**config.mk**
```make
export PLATFORM = sky130hd
export DESIGN_NAME = adcct_top
export DESIGN_NICKNAME = d
export VERILOG_FILES = /design/src/design/adcct_pkg.sv /design/src/design/adcct_top.sv /design/src/design/adcct_bcgen.sv
export SDC_FILE = /design/constraint.sdc
export NUM_CORES = 1
export LEC_CHECK = 0
export ABC_CLOCK_PERIOD_IN_PS = 2200
export BUFFER_PORTS_ARGS = -buffer_cell sky130_fd_sc_hd__buf_2
export CAP_MARGIN = 20
export CORE_MARGIN = 8
export CORE_UTILIZATION = 45
export CTS_CLUSTER_DIAMETER = 150
export DETAILED_ROUTE_END_ITERATION = 8
export SLEW_MARGIN = 25
export SYNTH_ARGS = -nofsm -noshare
export SYNTH_HDL_FRONTEND = slang
export SYNTH_SLANG_ARGS = --single-unit
export TNS_END_PERCENT = 20
```
**constraint.sdc**
```tcl
create_clock -name mclk -period 2.2 [get_ports mclk]
set_input_delay 0.44 -clock mclk [delete_from_list [all_inputs] [get_ports mclk]]
set_output_delay 0.44 -clock mclk [all_outputs]
set_load 0.005 [all_outputs]
```
**src/design/adcct_pkg.sv**
```systemverilog
package adcct_pkg;
    // divider codes: 00 /4, 01 /2, 10 /16, 11 /8
    localparam logic [1:0] DIV_RST = 2'h0;
    localparam logic [1:0] STS_RST = 2'h0;
    localparam int unsigned CONV_BC = 40;
    localparam int unsigned LOAD_CPU = 2;
    localparam int unsigned CAL_BC = 3328;
    localparam logic [9:0] RES_MIN = 10'h000;
    localparam logic [9:0] RES_MAX = 10'h3ff;
    localparam int unsigned MCLK_MHZ = 40;
    localparam int unsigned MCLK_NS = 25;
    typedef enum logic [2:0] {
        ADCCT_IDLE = 3'b000,
        ADCCT_SAMPLE = 3'b001,
        ADCCT_CONVERT = 3'b010,
        ADCCT_LOAD = 3'b011
    } adcct_state_t;

    // divide ratio minus one for a divider code
    function automatic logic [3:0] div_last(input logic [1:0] code);
        logic [3:0] r;
        r = 4'h3;
        unique case (code)
            2'h0: r = 4'h3;
            2'h1: r = 4'h1;
            2'h2: r = 4'hf;
            2'h3: r = 4'h7;
        endcase
        return r;
    endfunction : div_last

    // sample window in basic clock periods minus one
    function automatic logic [6:0] sts_last(input logic [1:0] code);
        logic [6:0] r;
        r = 7'h07;
        unique case (code)
            2'h0: r = 7'h07;
            2'h1: r = 7'h0f;
            2'h2: r = 7'h1f;
            2'h3: r = 7'h3f;
        endcase
        return r;
    endfunction : sts_last
endpackage : adcct_pkg

```
**src/design/adcct_top.sv**
```systemverilog
`timescale 1ns/1ps
// Operation
// basic clock divided by selected divider code
// sample window length from sample code
// conversion takes sample+40 bc+2 cpu exactly
// calibration after reset, 3328 basic clocks
// divider code resets to divide by four
// conversions allowed during calibration, extending it
// result clamps to 000 or 3ff
// software keeps basic clock 0.5 to 6.25 MHz
// software programs divider soon after reset
// input captured only inside sample window
// busy from sampling to load, then done
module adcct_top (
    input wire logic mclk,
    input wire logic rst_n,
    input wire logic [1:0] conversion_clock_divider_select,
    input wire logic [1:0] sample_time_select,
    input wire logic start,
    input wire logic [10:0] analog_level,
    output logic sample_en,
    output logic busy,
    output logic done,
    output logic cal_active,
    output logic [9:0] result
);
    adcct_pkg::adcct_state_t state_q;
    logic [1:0] div_q;
    logic [1:0] sts_q;
    logic [5:0] bc_cnt_q;
    logic [6:0] smp_cnt_q;
    logic lcnt_q;
    logic [11:0] cal_cnt_q;
    logic cal_q;
    logic [10:0] held_q;
    logic [9:0] result_q;
    logic [9:0] result_d;
    logic done_q;
    logic bc_tick;
    logic go;
    logic is_idle;
    logic smp_end;
    logic conv_end;
    logic load_end;
    logic cal_tick;

    assign is_idle = (state_q == adcct_pkg::ADCCT_IDLE);
    assign go = is_idle && start;

    // last tick of the sample window and of the conversion periods
    assign smp_end = bc_tick && (smp_cnt_q == adcct_pkg::sts_last(sts_q));
    assign conv_end = bc_tick && (bc_cnt_q == 6'(adcct_pkg::CONV_BC - 1));

    // final cpu cycle of the result load
    assign load_end = (state_q == adcct_pkg::ADCCT_LOAD)
        && (lcnt_q == 1'(adcct_pkg::LOAD_CPU - 1));

    // calibration counts basic clocks only while no conversion runs
    assign cal_tick = cal_q && is_idle && bc_tick;

    // a take restarts the divider so every conversion has the same length
    adcct_bcgen u_bcgen (
        .mclk(mclk),
        .rst_n(rst_n),
        .div_sel(div_q),
        .sync(go),
        .bc_tick(bc_tick)
    );

    // settings are latched at idle so a conversion keeps fixed timing
    always_ff @(posedge mclk)
    begin
        if (!rst_n)
            div_q <= adcct_pkg::DIV_RST;
        else if (is_idle)
            div_q <= conversion_clock_divider_select;
    end

    always_ff @(posedge mclk)
    begin
        if (!rst_n)
            sts_q <= adcct_pkg::STS_RST;
        else if (is_idle)
            sts_q <= sample_time_select;
    end

    // conversion sequence: sample, convert, load, back to idle
    always_ff @(posedge mclk)
    begin
        if (!rst_n)
            state_q <= adcct_pkg::ADCCT_IDLE;
        else
        begin
            unique case (state_q)
                adcct_pkg::ADCCT_IDLE:
                begin
                    if (start)
                        state_q <= adcct_pkg::ADCCT_SAMPLE;
                end
                adcct_pkg::ADCCT_SAMPLE:
                begin
                    if (smp_end)
                        state_q <= adcct_pkg::ADCCT_CONVERT;
                end
                adcct_pkg::ADCCT_CONVERT:
                begin
                    if (conv_end)
                        state_q <= adcct_pkg::ADCCT_LOAD;
                end
                adcct_pkg::ADCCT_LOAD:
                begin
                    if (load_end)
                        state_q <= adcct_pkg::ADCCT_IDLE;
                end
                default:
                begin
                    state_q <= adcct_pkg::ADCCT_IDLE;
                end
            endcase
        end
    end

    // basic clock periods spent in the sample window
    always_ff @(posedge mclk)
    begin
        if (!rst_n)
            smp_cnt_q <= 7'h00;
        else if (state_q != adcct_pkg::ADCCT_SAMPLE)
            smp_cnt_q <= 7'h00;
        else if (bc_tick)
            smp_cnt_q <= smp_cnt_q + 7'h01;
    end

    // basic clock periods spent converting
    always_ff @(posedge mclk)
    begin
        if (!rst_n)
            bc_cnt_q <= 6'h00;
        else if (state_q != adcct_pkg::ADCCT_CONVERT)
            bc_cnt_q <= 6'h00;
        else if (bc_tick)
            bc_cnt_q <= bc_cnt_q + 6'h01;
    end

    // cpu cycles spent loading the result
    always_ff @(posedge mclk)
    begin
        if (!rst_n)
            lcnt_q <= 1'b0;
        else if (state_q != adcct_pkg::ADCCT_LOAD)
            lcnt_q <= 1'b0;
        else
            lcnt_q <= 1'b1;
    end

    // track input during sampling only; frozen afterwards
    always_ff @(posedge mclk)
    begin
        if (!rst_n)
            held_q <= 11'h000;
        else if (state_q == adcct_pkg::ADCCT_SAMPLE)
            held_q <= analog_level;
    end

    // bit 10 of the input code marks a level above the reference
    always_comb
    begin
        result_d = held_q[9:0];
        if (held_q[10])
            result_d = adcct_pkg::RES_MAX;
    end

    always_ff @(posedge mclk)
    begin
        if (!rst_n)
            result_q <= adcct_pkg::RES_MIN;
        else if (load_end)
            result_q <= result_d;
    end

    always_ff @(posedge mclk)
    begin
        if (!rst_n)
            done_q <= 1'b0;
        else
            done_q <= load_end;
    end

    always_ff @(posedge mclk)
    begin
        if (!rst_n)
            cal_cnt_q <= 12'h000;
        else if (cal_tick)
            cal_cnt_q <= cal_cnt_q + 12'h001;
    end

    // ends once the full count has passed in idle
    always_ff @(posedge mclk)
    begin
        if (!rst_n)
            cal_q <= 1'b1;
        else if (cal_tick && cal_cnt_q == 12'(adcct_pkg::CAL_BC - 1))
            cal_q <= 1'b0;
    end

    // status pins decoded from the sequence state
    always_comb
    begin
        sample_en = 1'b0;
        busy = 1'b1;
        unique case (state_q)
            adcct_pkg::ADCCT_IDLE:
                busy = 1'b0;
            adcct_pkg::ADCCT_SAMPLE:
                sample_en = 1'b1;
            adcct_pkg::ADCCT_CONVERT,
            adcct_pkg::ADCCT_LOAD:
                busy = 1'b1;
            default:
                busy = 1'b1;
        endcase
    end

    assign done = done_q;
    assign cal_active = cal_q;
    assign result = result_q;
endmodule : adcct_top

```
**src/design/adcct_bcgen.sv**
```systemverilog
`timescale 1ns/1ps
// basic clock tick generator from the cpu clock
module adcct_bcgen (
    input wire logic mclk,
    input wire logic rst_n,
    input wire logic [1:0] div_sel,
    input wire logic sync,
    output logic bc_tick
);
    logic [3:0] cnt_q;

    // sync restarts the period so a conversion starts on a whole period
    always_ff @(posedge mclk)
    begin
        if (!rst_n || sync || cnt_q >= adcct_pkg::div_last(div_sel))
            cnt_q <= 4'h0;
        else
            cnt_q <= cnt_q + 4'h1;
    end

    assign bc_tick = (cnt_q == adcct_pkg::div_last(div_sel)) && !sync;
endmodule : adcct_bcgen

```
==> metrics.md, run 1 <==
| Metric | Value |
|---|---|
| Worst-Skew Late Latency | `0.33 ns` |
| Final Total Pwr | `2.92 mW` |
| Largest stage delay, worst path | `0.36 ns` |
| Final Hold Vio Count | `0` |
| Reg clk slew, reported paths | `0.07 ns` |
| Setup Fix Bufs, Post-CTS | `0` |
| Total Routing Usage GR | `0.129` |
| # clock sinks | `59` |
| Avg Synthesized Cell Area | `9.76 µm²` |
| Site Rows | `28` |
| # H-tree levels | `3` |
| Hold crit path type | `in -> reg` |
| Synth Area in Compound Gates | `0.0741` |
| Worst setup EP type | `flip-flop` |
| Status | `finished, final reports clean` |
| Slowest CP cell | `or3_1` |
| Die area | `0.00869 mm²` |
| Max Clock Freq | `496 MHz` |
| Top cells by area, synth | `dfxtp_1, mux2i_1, ha_1` |
| CTS Root Cell | `clkbuf_8` |
| Main combinational cell family by area after synthesis | `simple AND/OR/NAND/NOR gates` |
| Post-DP Area | `0.00291 mm²` |
| Post-layout min period | `2.02 ns` |
| Crit Path Class | `reg -> reg` |
| Synth warn | `0` |
| Post-synth net total | `305` |
| Core area | `0.00585 mm²` |
| Comb pwr share | `0.231` |
| Cells after Synth | `275` |
| Max Cap Viol | `0` |
| Fillers | `557` |
| Port bufs | `31` |
| Slew HR | `0.566` |
| Netlist cell types | `39` |
| Synthesized area | `0.00269 mm²` |
| Final Util | `0.533` |
| Final ANT Viol Nets | `0` |
| CP Max Fanout | `4` |
| Total Wirelength | `4970 µm` |
| CP Cell Sequence | `nand2b_1 > ha_1 > and4_1 > nand4_1 > a311o_1 > or3_1 > o2111ai_1` |
| #FFs+latches synth | `59` |
| Worst-case clock buffer depth | `2` |
| Vias per cell | `5.01` |
| Max VDD drop | `0.495 mV` |
| First-pass DRT Iterations | `4` |
| Reg power frac | `0.426` |
| Global-route wire length before repair | `8930 µm` |
| Post-synthesis mux area share | `0.0671` |
| Pin count of the biggest net entering global routing | `33` |
| Buffers & Inverters on Critical Path | `0` |
| # IOs | `32` |
| Post-DP HPWL | `3540 µm` |
| Crit path max-delay family | `simple AND/OR/NAND/NOR gates` |
| Switching share of total power | `0.296` |
| Final setup fails | `0` |
| DR WL/cell | `12.7 µm` |
| Worst EP arrival | `2.27 ns` |
| Global placement routability congestion | `0.740` |
| Clock power frac | `0.343` |
| Xor/xnor share of the synthesized area | `0.0718` |
| Vias in the first global route | `1,954` |
| Critical Path Source Type | `flip-flop` |
| DRC Markers | `0` |
| Vias post-DR | `1,962` |
| Antenna diode count | `0` |
| PwrDens | `937 mW/mm²` |
| Switching pwr | `0.865 mW` |
| Final Skew | `0.00918 ns` |
| Fin. max-slew vios | `0` |
| Pleak | `1.32 nW` |
| DR iter-0 viols | `50` |
| Post-synthesis simple-gate area fraction | `0.249` |
| Pint | `2.06 mW` |
| TritonCTS clock tree | `built` |
| Synth Area in Adders | `0.0559` |
| Die Ht | `93.2 µm` |
| Gr ovfl total | `0` |
| Setup TNS | `0 ns` |
| Net count reported at finish | `342` |
| Part of the cycle the worst path needs | `0.917` |
| Die width | `93.2 µm` |
| Worst Max-Slew Pin Slew | `0.650 ns` |
| Design Area, Final | `0.00312 mm²` |
| CP required | `2.45 ns` |
| Final hold slack | `0.366 ns` |
| RSZ-0062 raised after global routing | `no` |
| Starting Density | `0.459` |
| Area grow syn2layout | `16.2%` |
| Initial antenna violation count | `0` |
| Share of layout cells above drive strength 1 | `0.186` |
| Area leader, netlist | `dfxtp_1` |
| TritonCTS Buffers | `9` |
| Sequential-to-total area share from yosys stat | `0.440` |
| Share of the synthesized area in the top cell type | `0.440` |
## cells in the final DEF (no fill, tap or decap), drive strengths merged, types with 3 or more instances in the layout
cell,netlist,routed
nand2b,12,12
xor2,9,9
buf,5,39
dfxtp,59,59
ha,12,12
nand2,17,17
and3,8,8
clkinv,0,3
and2,11,11
inv,7,7
nand3,7,7
xnor2,13,13
nor2,21,21
or3,3,3
o21ai,3,3
mux2i,18,18
clkbuf,7,12
nand4,14,14
a21oi,3,3
nand3b,3,3
o311a,10,10
nor2b,17,17
## repair_timing
item,4_1_cts,5_1_grt
endpoints found under the setup margin,0,4
hold buffers,0,0
resized for setup,0,2
## path summary, 6_finish.rpt
path                                      start            end  slack, ns  cells past startpoint
worst min-delay path            analog_level[0]      held_q[0]       0.37                      3
worst max register to register         div_q[0]     state_q[0]       0.18                      7
worst min register to register    cal_cnt_q[10]  cal_cnt_q[10]       0.49                      2
worst max-delay path                   div_q[0]     state_q[0]       0.18                      7
## worst reg2reg max path, stage by stage, from the launching register on
cell and delay (ns):
dfxtp_1 0.32, nand2b_1 0.15, ha_1 0.31, and4_1 0.23, nand4_1 0.14, a311o_1 0.34
or3_1 0.36, o2111ai_1 0.10
## power by group through the flow
stage	Clock, mW	Sequential (mW)	Combinational, mW
after floorplan	0	1.25	0.529
after global placement	0	1.27	0.667
after detailed placement	0	1.27	0.681
after CTS	1.03	1.25	0.685
after global routing	1.10	1.26	0.772
final	1.00	1.25	0.676
## cell type report
type / instances / area, µm² / share of cell area
clock inverters: 4 / 48.8 / 0.0156
multi-input cells: 196 / 1400 / 0.448
well taps: 75 / 93.8 / 0.0301
clock buffers: 12 / 155 / 0.0497
repair buffers: 39 / 215 / 0.0690
flip-flops and latches: 59 / 1180 / 0.379
inverters: 7 / 26.3 / 0.00842
## layer usage
metal  wire (µm)  vias to the layer above  global-route usage
met5           0                        -                   0
li1            -                     1033                   -
met3         271                        4              0.0545
met1        2450                      887               0.161
met2        2210                       38               0.185
met4          36                        0              0.0604
## cells by family (layout without fill, tap and decap cells)
kind of cell               Yosys count  in the layout
xor gates and xnor gates            22             22
muxes                               18             18
adders and majority gates           12             12
DFF                                 59             59
AOI/OAI and AO/OA                   24             24
buffers and inverters               20             62
and+or+nand+nor                    120            120
## registers in the layout (all words and copies together), names as in the netlist
register	count
bc_cnt_q	6
cal_active	1
cal_cnt_q	12
div_q	2
done	1
held_q	11
lcnt_q	1
result	10
smp_cnt_q	7
state_q	2
sts_q	2
u_bcgen.cnt_q	4
## per-stage QoR
| step | setup slack, ns | std cells |
|---|---|---|
| after CTS | 0.131 | 392 |
| after detailed placement | 0.150 | 376 |
| after global routing | 0.00367 | 392 |
| after global placement | 0.212 | 376 |
| final | 0.183 | 392 |
| after floorplan | 0.315 | 275 |
## synth_stat cells (all sizes together)
cell,count
a21boi,1
a21o,1
a21oi,3
a311o,1
and2,11
and3,8
and4,1
buf,5
clkbuf,7
clkdlybuf4s15,1
dfxtp,59
ha,12
inv,7
mux2i,18
nand2,17
nand2b,12
nand3,7
nand3b,3
nand4,14
nand4b,1
nor2,21
nor2b,17
nor3,2
nor3b,1
nor4,1
nor4bb,1
o2111ai,2
o211ai,1
o21ai,3
o22ai,1
o311a,10
o41ai,1
or3,3
xnor2,13
xor2,9
Power figures use the tool's default switching activity.
==> run 2: changes to the inputs <==
BUFFER_PORTS_ARGS = not set   (was -buffer_cell sky130_fd_sc_hd__buf_2)
CORE_UTILIZATION = 50   (was 45)
CTS_BUF_LIST = sky130_fd_sc_hd__clkbuf_2   (was not set)
DONT_BUFFER_PORTS = 1   (was not set)
==> run 2 against run 1 <==
Against the previous run: first-iteration DRC count increased by 54%; total power decreased by 14%; count of clock-buffer cells in the layout decreased by 3; register-to-register slack got worse by 0.05 ns; worst setup slack got worse by 0.046 ns; non-clock buffer count decreased by 32; combinational power decreased by 11%; wire length decreased by 0.84%; sequential cell count unchanged; sequential power about the same; critical path depth unchanged; largest cell class unchanged; largest power group unchanged.
==> metrics.md, run 2 (synthesized netlist as in run 1, its figures left out) <==
| Metric | Value |
|---|---|
| Setup TNS | `0 ns (unchanged)` |
| Final hold slack | `0.0676 ns (was 0.366 ns)` |
| Post-layout min period | `2.06 ns (was 2.02 ns)` |
| TritonCTS Buffers | `9 (unchanged)` |
| Slew HR | `0.564 (was 0.566)` |
| Design Area, Final | `0.00286 mm² (was 0.00312 mm²)` |
| Crit Path Class | `reg -> reg (unchanged)` |
| Hold crit path type | `in -> reg (unchanged)` |
| Pleak | `1.13 nW (was 1.32 nW)` |
| Core area | `0.00514 mm² (was 0.00585 mm²)` |
| DRC Markers | `0 (unchanged)` |
| HP Start | `rst_n (was analog_level[0])` |
| Max VDD drop | `0.476 mV (was 0.495 mV)` |
| CP Max Fanout | `4 (unchanged)` |
| Critical Path Source Type | `flip-flop (unchanged)` |
| Reg-to-reg setup timing slack | `0.14 ns (was 0.18 ns)` |
| Setup crit start | `div_q[1] (was div_q[0])` |
| Fillers | `508 (was 557)` |
| Total Routing Usage GR | `0.136 (was 0.129)` |
| Placed insts | `337 (was 376)` |
| Initial antenna violation count | `0 (unchanged)` |
| Post-DP HPWL | `3360 µm (was 3540 µm)` |
| Crit path to | `state_q[1] (was state_q[0])` |
| Largest stage delay, worst path | `0.41 ns (was 0.36 ns)` |
| Net count reported at finish | `310 (was 342)` |
| Max Cap Viol | `0 (unchanged)` |
| Worst-Skew Late Latency | `0.48 ns (was 0.33 ns)` |
| Vias per cell | `5.24 (was 5.01)` |
| Fin. max-slew vios | `0 (unchanged)` |
| Commonest non-fill, non-tap cell in the layout | `dfxtp_1 (unchanged)` |
| Global-route wire length before repair | `8290 µm (was 8930 µm)` |
| R2R depth | `7 (unchanged)` |
| Final Skew | `0.0247 ns (was 0.00918 ns)` |
| Final Total Pwr | `2.52 mW (was 2.92 mW)` |
| Worst Max-Slew Pin Slew | `0.652 ns (was 0.650 ns)` |
| Worst setup EP type | `flip-flop (unchanged)` |
| # clock sinks | `59 (unchanged)` |
| Final Hold Vio Count | `0 (unchanged)` |
| Area grow syn2layout | `6.48% (was 16.2%)` |
| Status | `finished, final reports clean (unchanged)` |
| Max Clock Freq | `485 MHz (was 496 MHz)` |
| Gr ovfl total | `0 (unchanged)` |
| Final setup fails | `0 (unchanged)` |
| Slowest CP cell | `dfxtp_1 (was or3_1)` |
| Reg2Reg Launch Point | `div_q[1] (was div_q[0])` |
| Global placement routability congestion | `0.717 (was 0.740)` |
| TritonCTS clock tree | `built (unchanged)` |
| Share of layout cells above drive strength 1 | `0.0912 (was 0.186)` |
| Vias in the first global route | `1,795 (was 1,954)` |
| Final ANT Viol Nets | `0 (unchanged)` |
| Cell Count, Final, Fillers Out | `355 (was 392)` |
| Worst-case clock buffer depth | `2 (unchanged)` |
| # H-tree levels | `3 (unchanged)` |
| Port bufs | `0 (was 31)` |
| DR WL/cell | `13.9 µm (was 12.7 µm)` |
| Starting Density | `0.522 (was 0.459)` |
| Site Rows | `26 (was 28)` |
| CP required | `2.60 ns (was 2.45 ns)` |
| Die area | `0.00797 mm² (was 0.00869 mm²)` |
| Post-DP Area | `0.00272 mm² (was 0.00291 mm²)` |
| R2R Path End | `state_q[1] (was state_q[0])` |
| Most frequent cells in the layout | `dfxtp_1, nor2_1, mux2i_1, nor2b_1, nand2_1 (was dfxtp_1, buf_2, nor2_1, mux2i_1)` |
| Die Ht | `89.3 µm (was 93.2 µm)` |
| Vias post-DR | `1,859 (was 1,962)` |
| Total Wirelength | `4930 µm (was 4970 µm)` |
| Worst EP arrival | `2.47 ns (was 2.27 ns)` |
| CTS Root Cell | `clkbuf_2 (was clkbuf_8)` |
| First-pass DRT Iterations | `4 (unchanged)` |
| RSZ-0062 raised after global routing | `no (unchanged)` |
| Largest register by flop count | `cal_cnt_q (unchanged)` |
| Max FFs per register | `12 (unchanged)` |
| Pin count of the biggest net entering global routing | `53 (was 33)` |
| CP Cell Sequence | `nand2b_1 > ha_1 > and4_1 > nand4_1 > a311o_1 > or3_1 > o2111ai_1 (unchanged)` |
| DR iter-0 viols | `77 (was 50)` |
| Antenna diode count | `0 (unchanged)` |
| # IOs | `32 (unchanged)` |
| PwrDens | `881 mW/mm² (was 937 mW/mm²)` |
| Reg clk slew, reported paths | `0.17 ns (was 0.07 ns)` |
| Part of the cycle the worst path needs | `0.938 (was 0.917)` |
| Die width | `89.3 µm (was 93.2 µm)` |
## run 2: cell types whose count changed in the layout (fill, tap and decap cells not counted), moves of 2 or more
cell | previous run | this run
buf_2 | 31 | 0
clkbuf_8 | 11 | 0
clkbuf_2 | 0 | 9
buf_4 | 8 | 5
dlygate4sd3_1 | 0 | 2
## run 2: worst min-delay path by stage
stage                        to  slack [ns]  cells past startpoint
2_1_floorplan  u_bcgen.cnt_q[0]        0.45                      1
3_3_place_gp   u_bcgen.cnt_q[0]        0.48                      1
3_5_place_dp       smp_cnt_q[6]        0.48                      2
4_1_cts               result[2]       0.005                      1
5_1_grt               result[1]       0.003                      1
6_report              result[1]        0.07                      1
## run 2: worst max-delay path: cells and delay by family (launching register included)
family	cells	cell delay [ns]
AO/OA/AOI/OAI	2	0.48
adder cells (fa/ha/maj)	1	0.30
AND/OR/NAND/NOR	4	0.81
flip-flops	1	0.41
## run 2: stage by stage
stage               utilization  setup slack (ns)
floorplan                     -             0.315
global placement          0.530             0.207
detailed placement        0.530             0.147
CTS                       0.554             0.100
global route              0.556           0.00599
finish                    0.556             0.137
## run 2: cell type report
class	count	area, µm²	share of cell area
multi-input combinational	196	1390	0.486
timing repair buffer	7	57.6	0.0201
clock buffer	9	45.0	0.0158
inverter	7	26.3	0.00919
sequential	59	1180	0.414
tap	70	87.6	0.0306
clock inverter	7	68.8	0.0241
## run 2: routing by layer
layer | global-route usage | up-vias | share of wire
met5 | 0 | - | 0
met4 | 0.0634 | 0 | 0.015
met3 | 0.0671 | 7 | 0.064
met2 | 0.201 | 38 | 0.43
met1 | 0.162 | 839 | 0.49
li1 | - | 975 | -
## run 2: what timing repair did
item,4_1_cts,5_1_grt
hold buffers,1,1
endpoints found under the setup margin,0,2
gates resized for setup,0,2
hold endpoints to repair,1,5
setup buffers,0,0
## run 2: report_power, final
part           switching (mW)  leakage [nW]  internal [mW]
Clock                   0.398        0.0693          0.258
Combinational           0.329         0.578          0.275
Sequential             0.0915         0.479           1.17
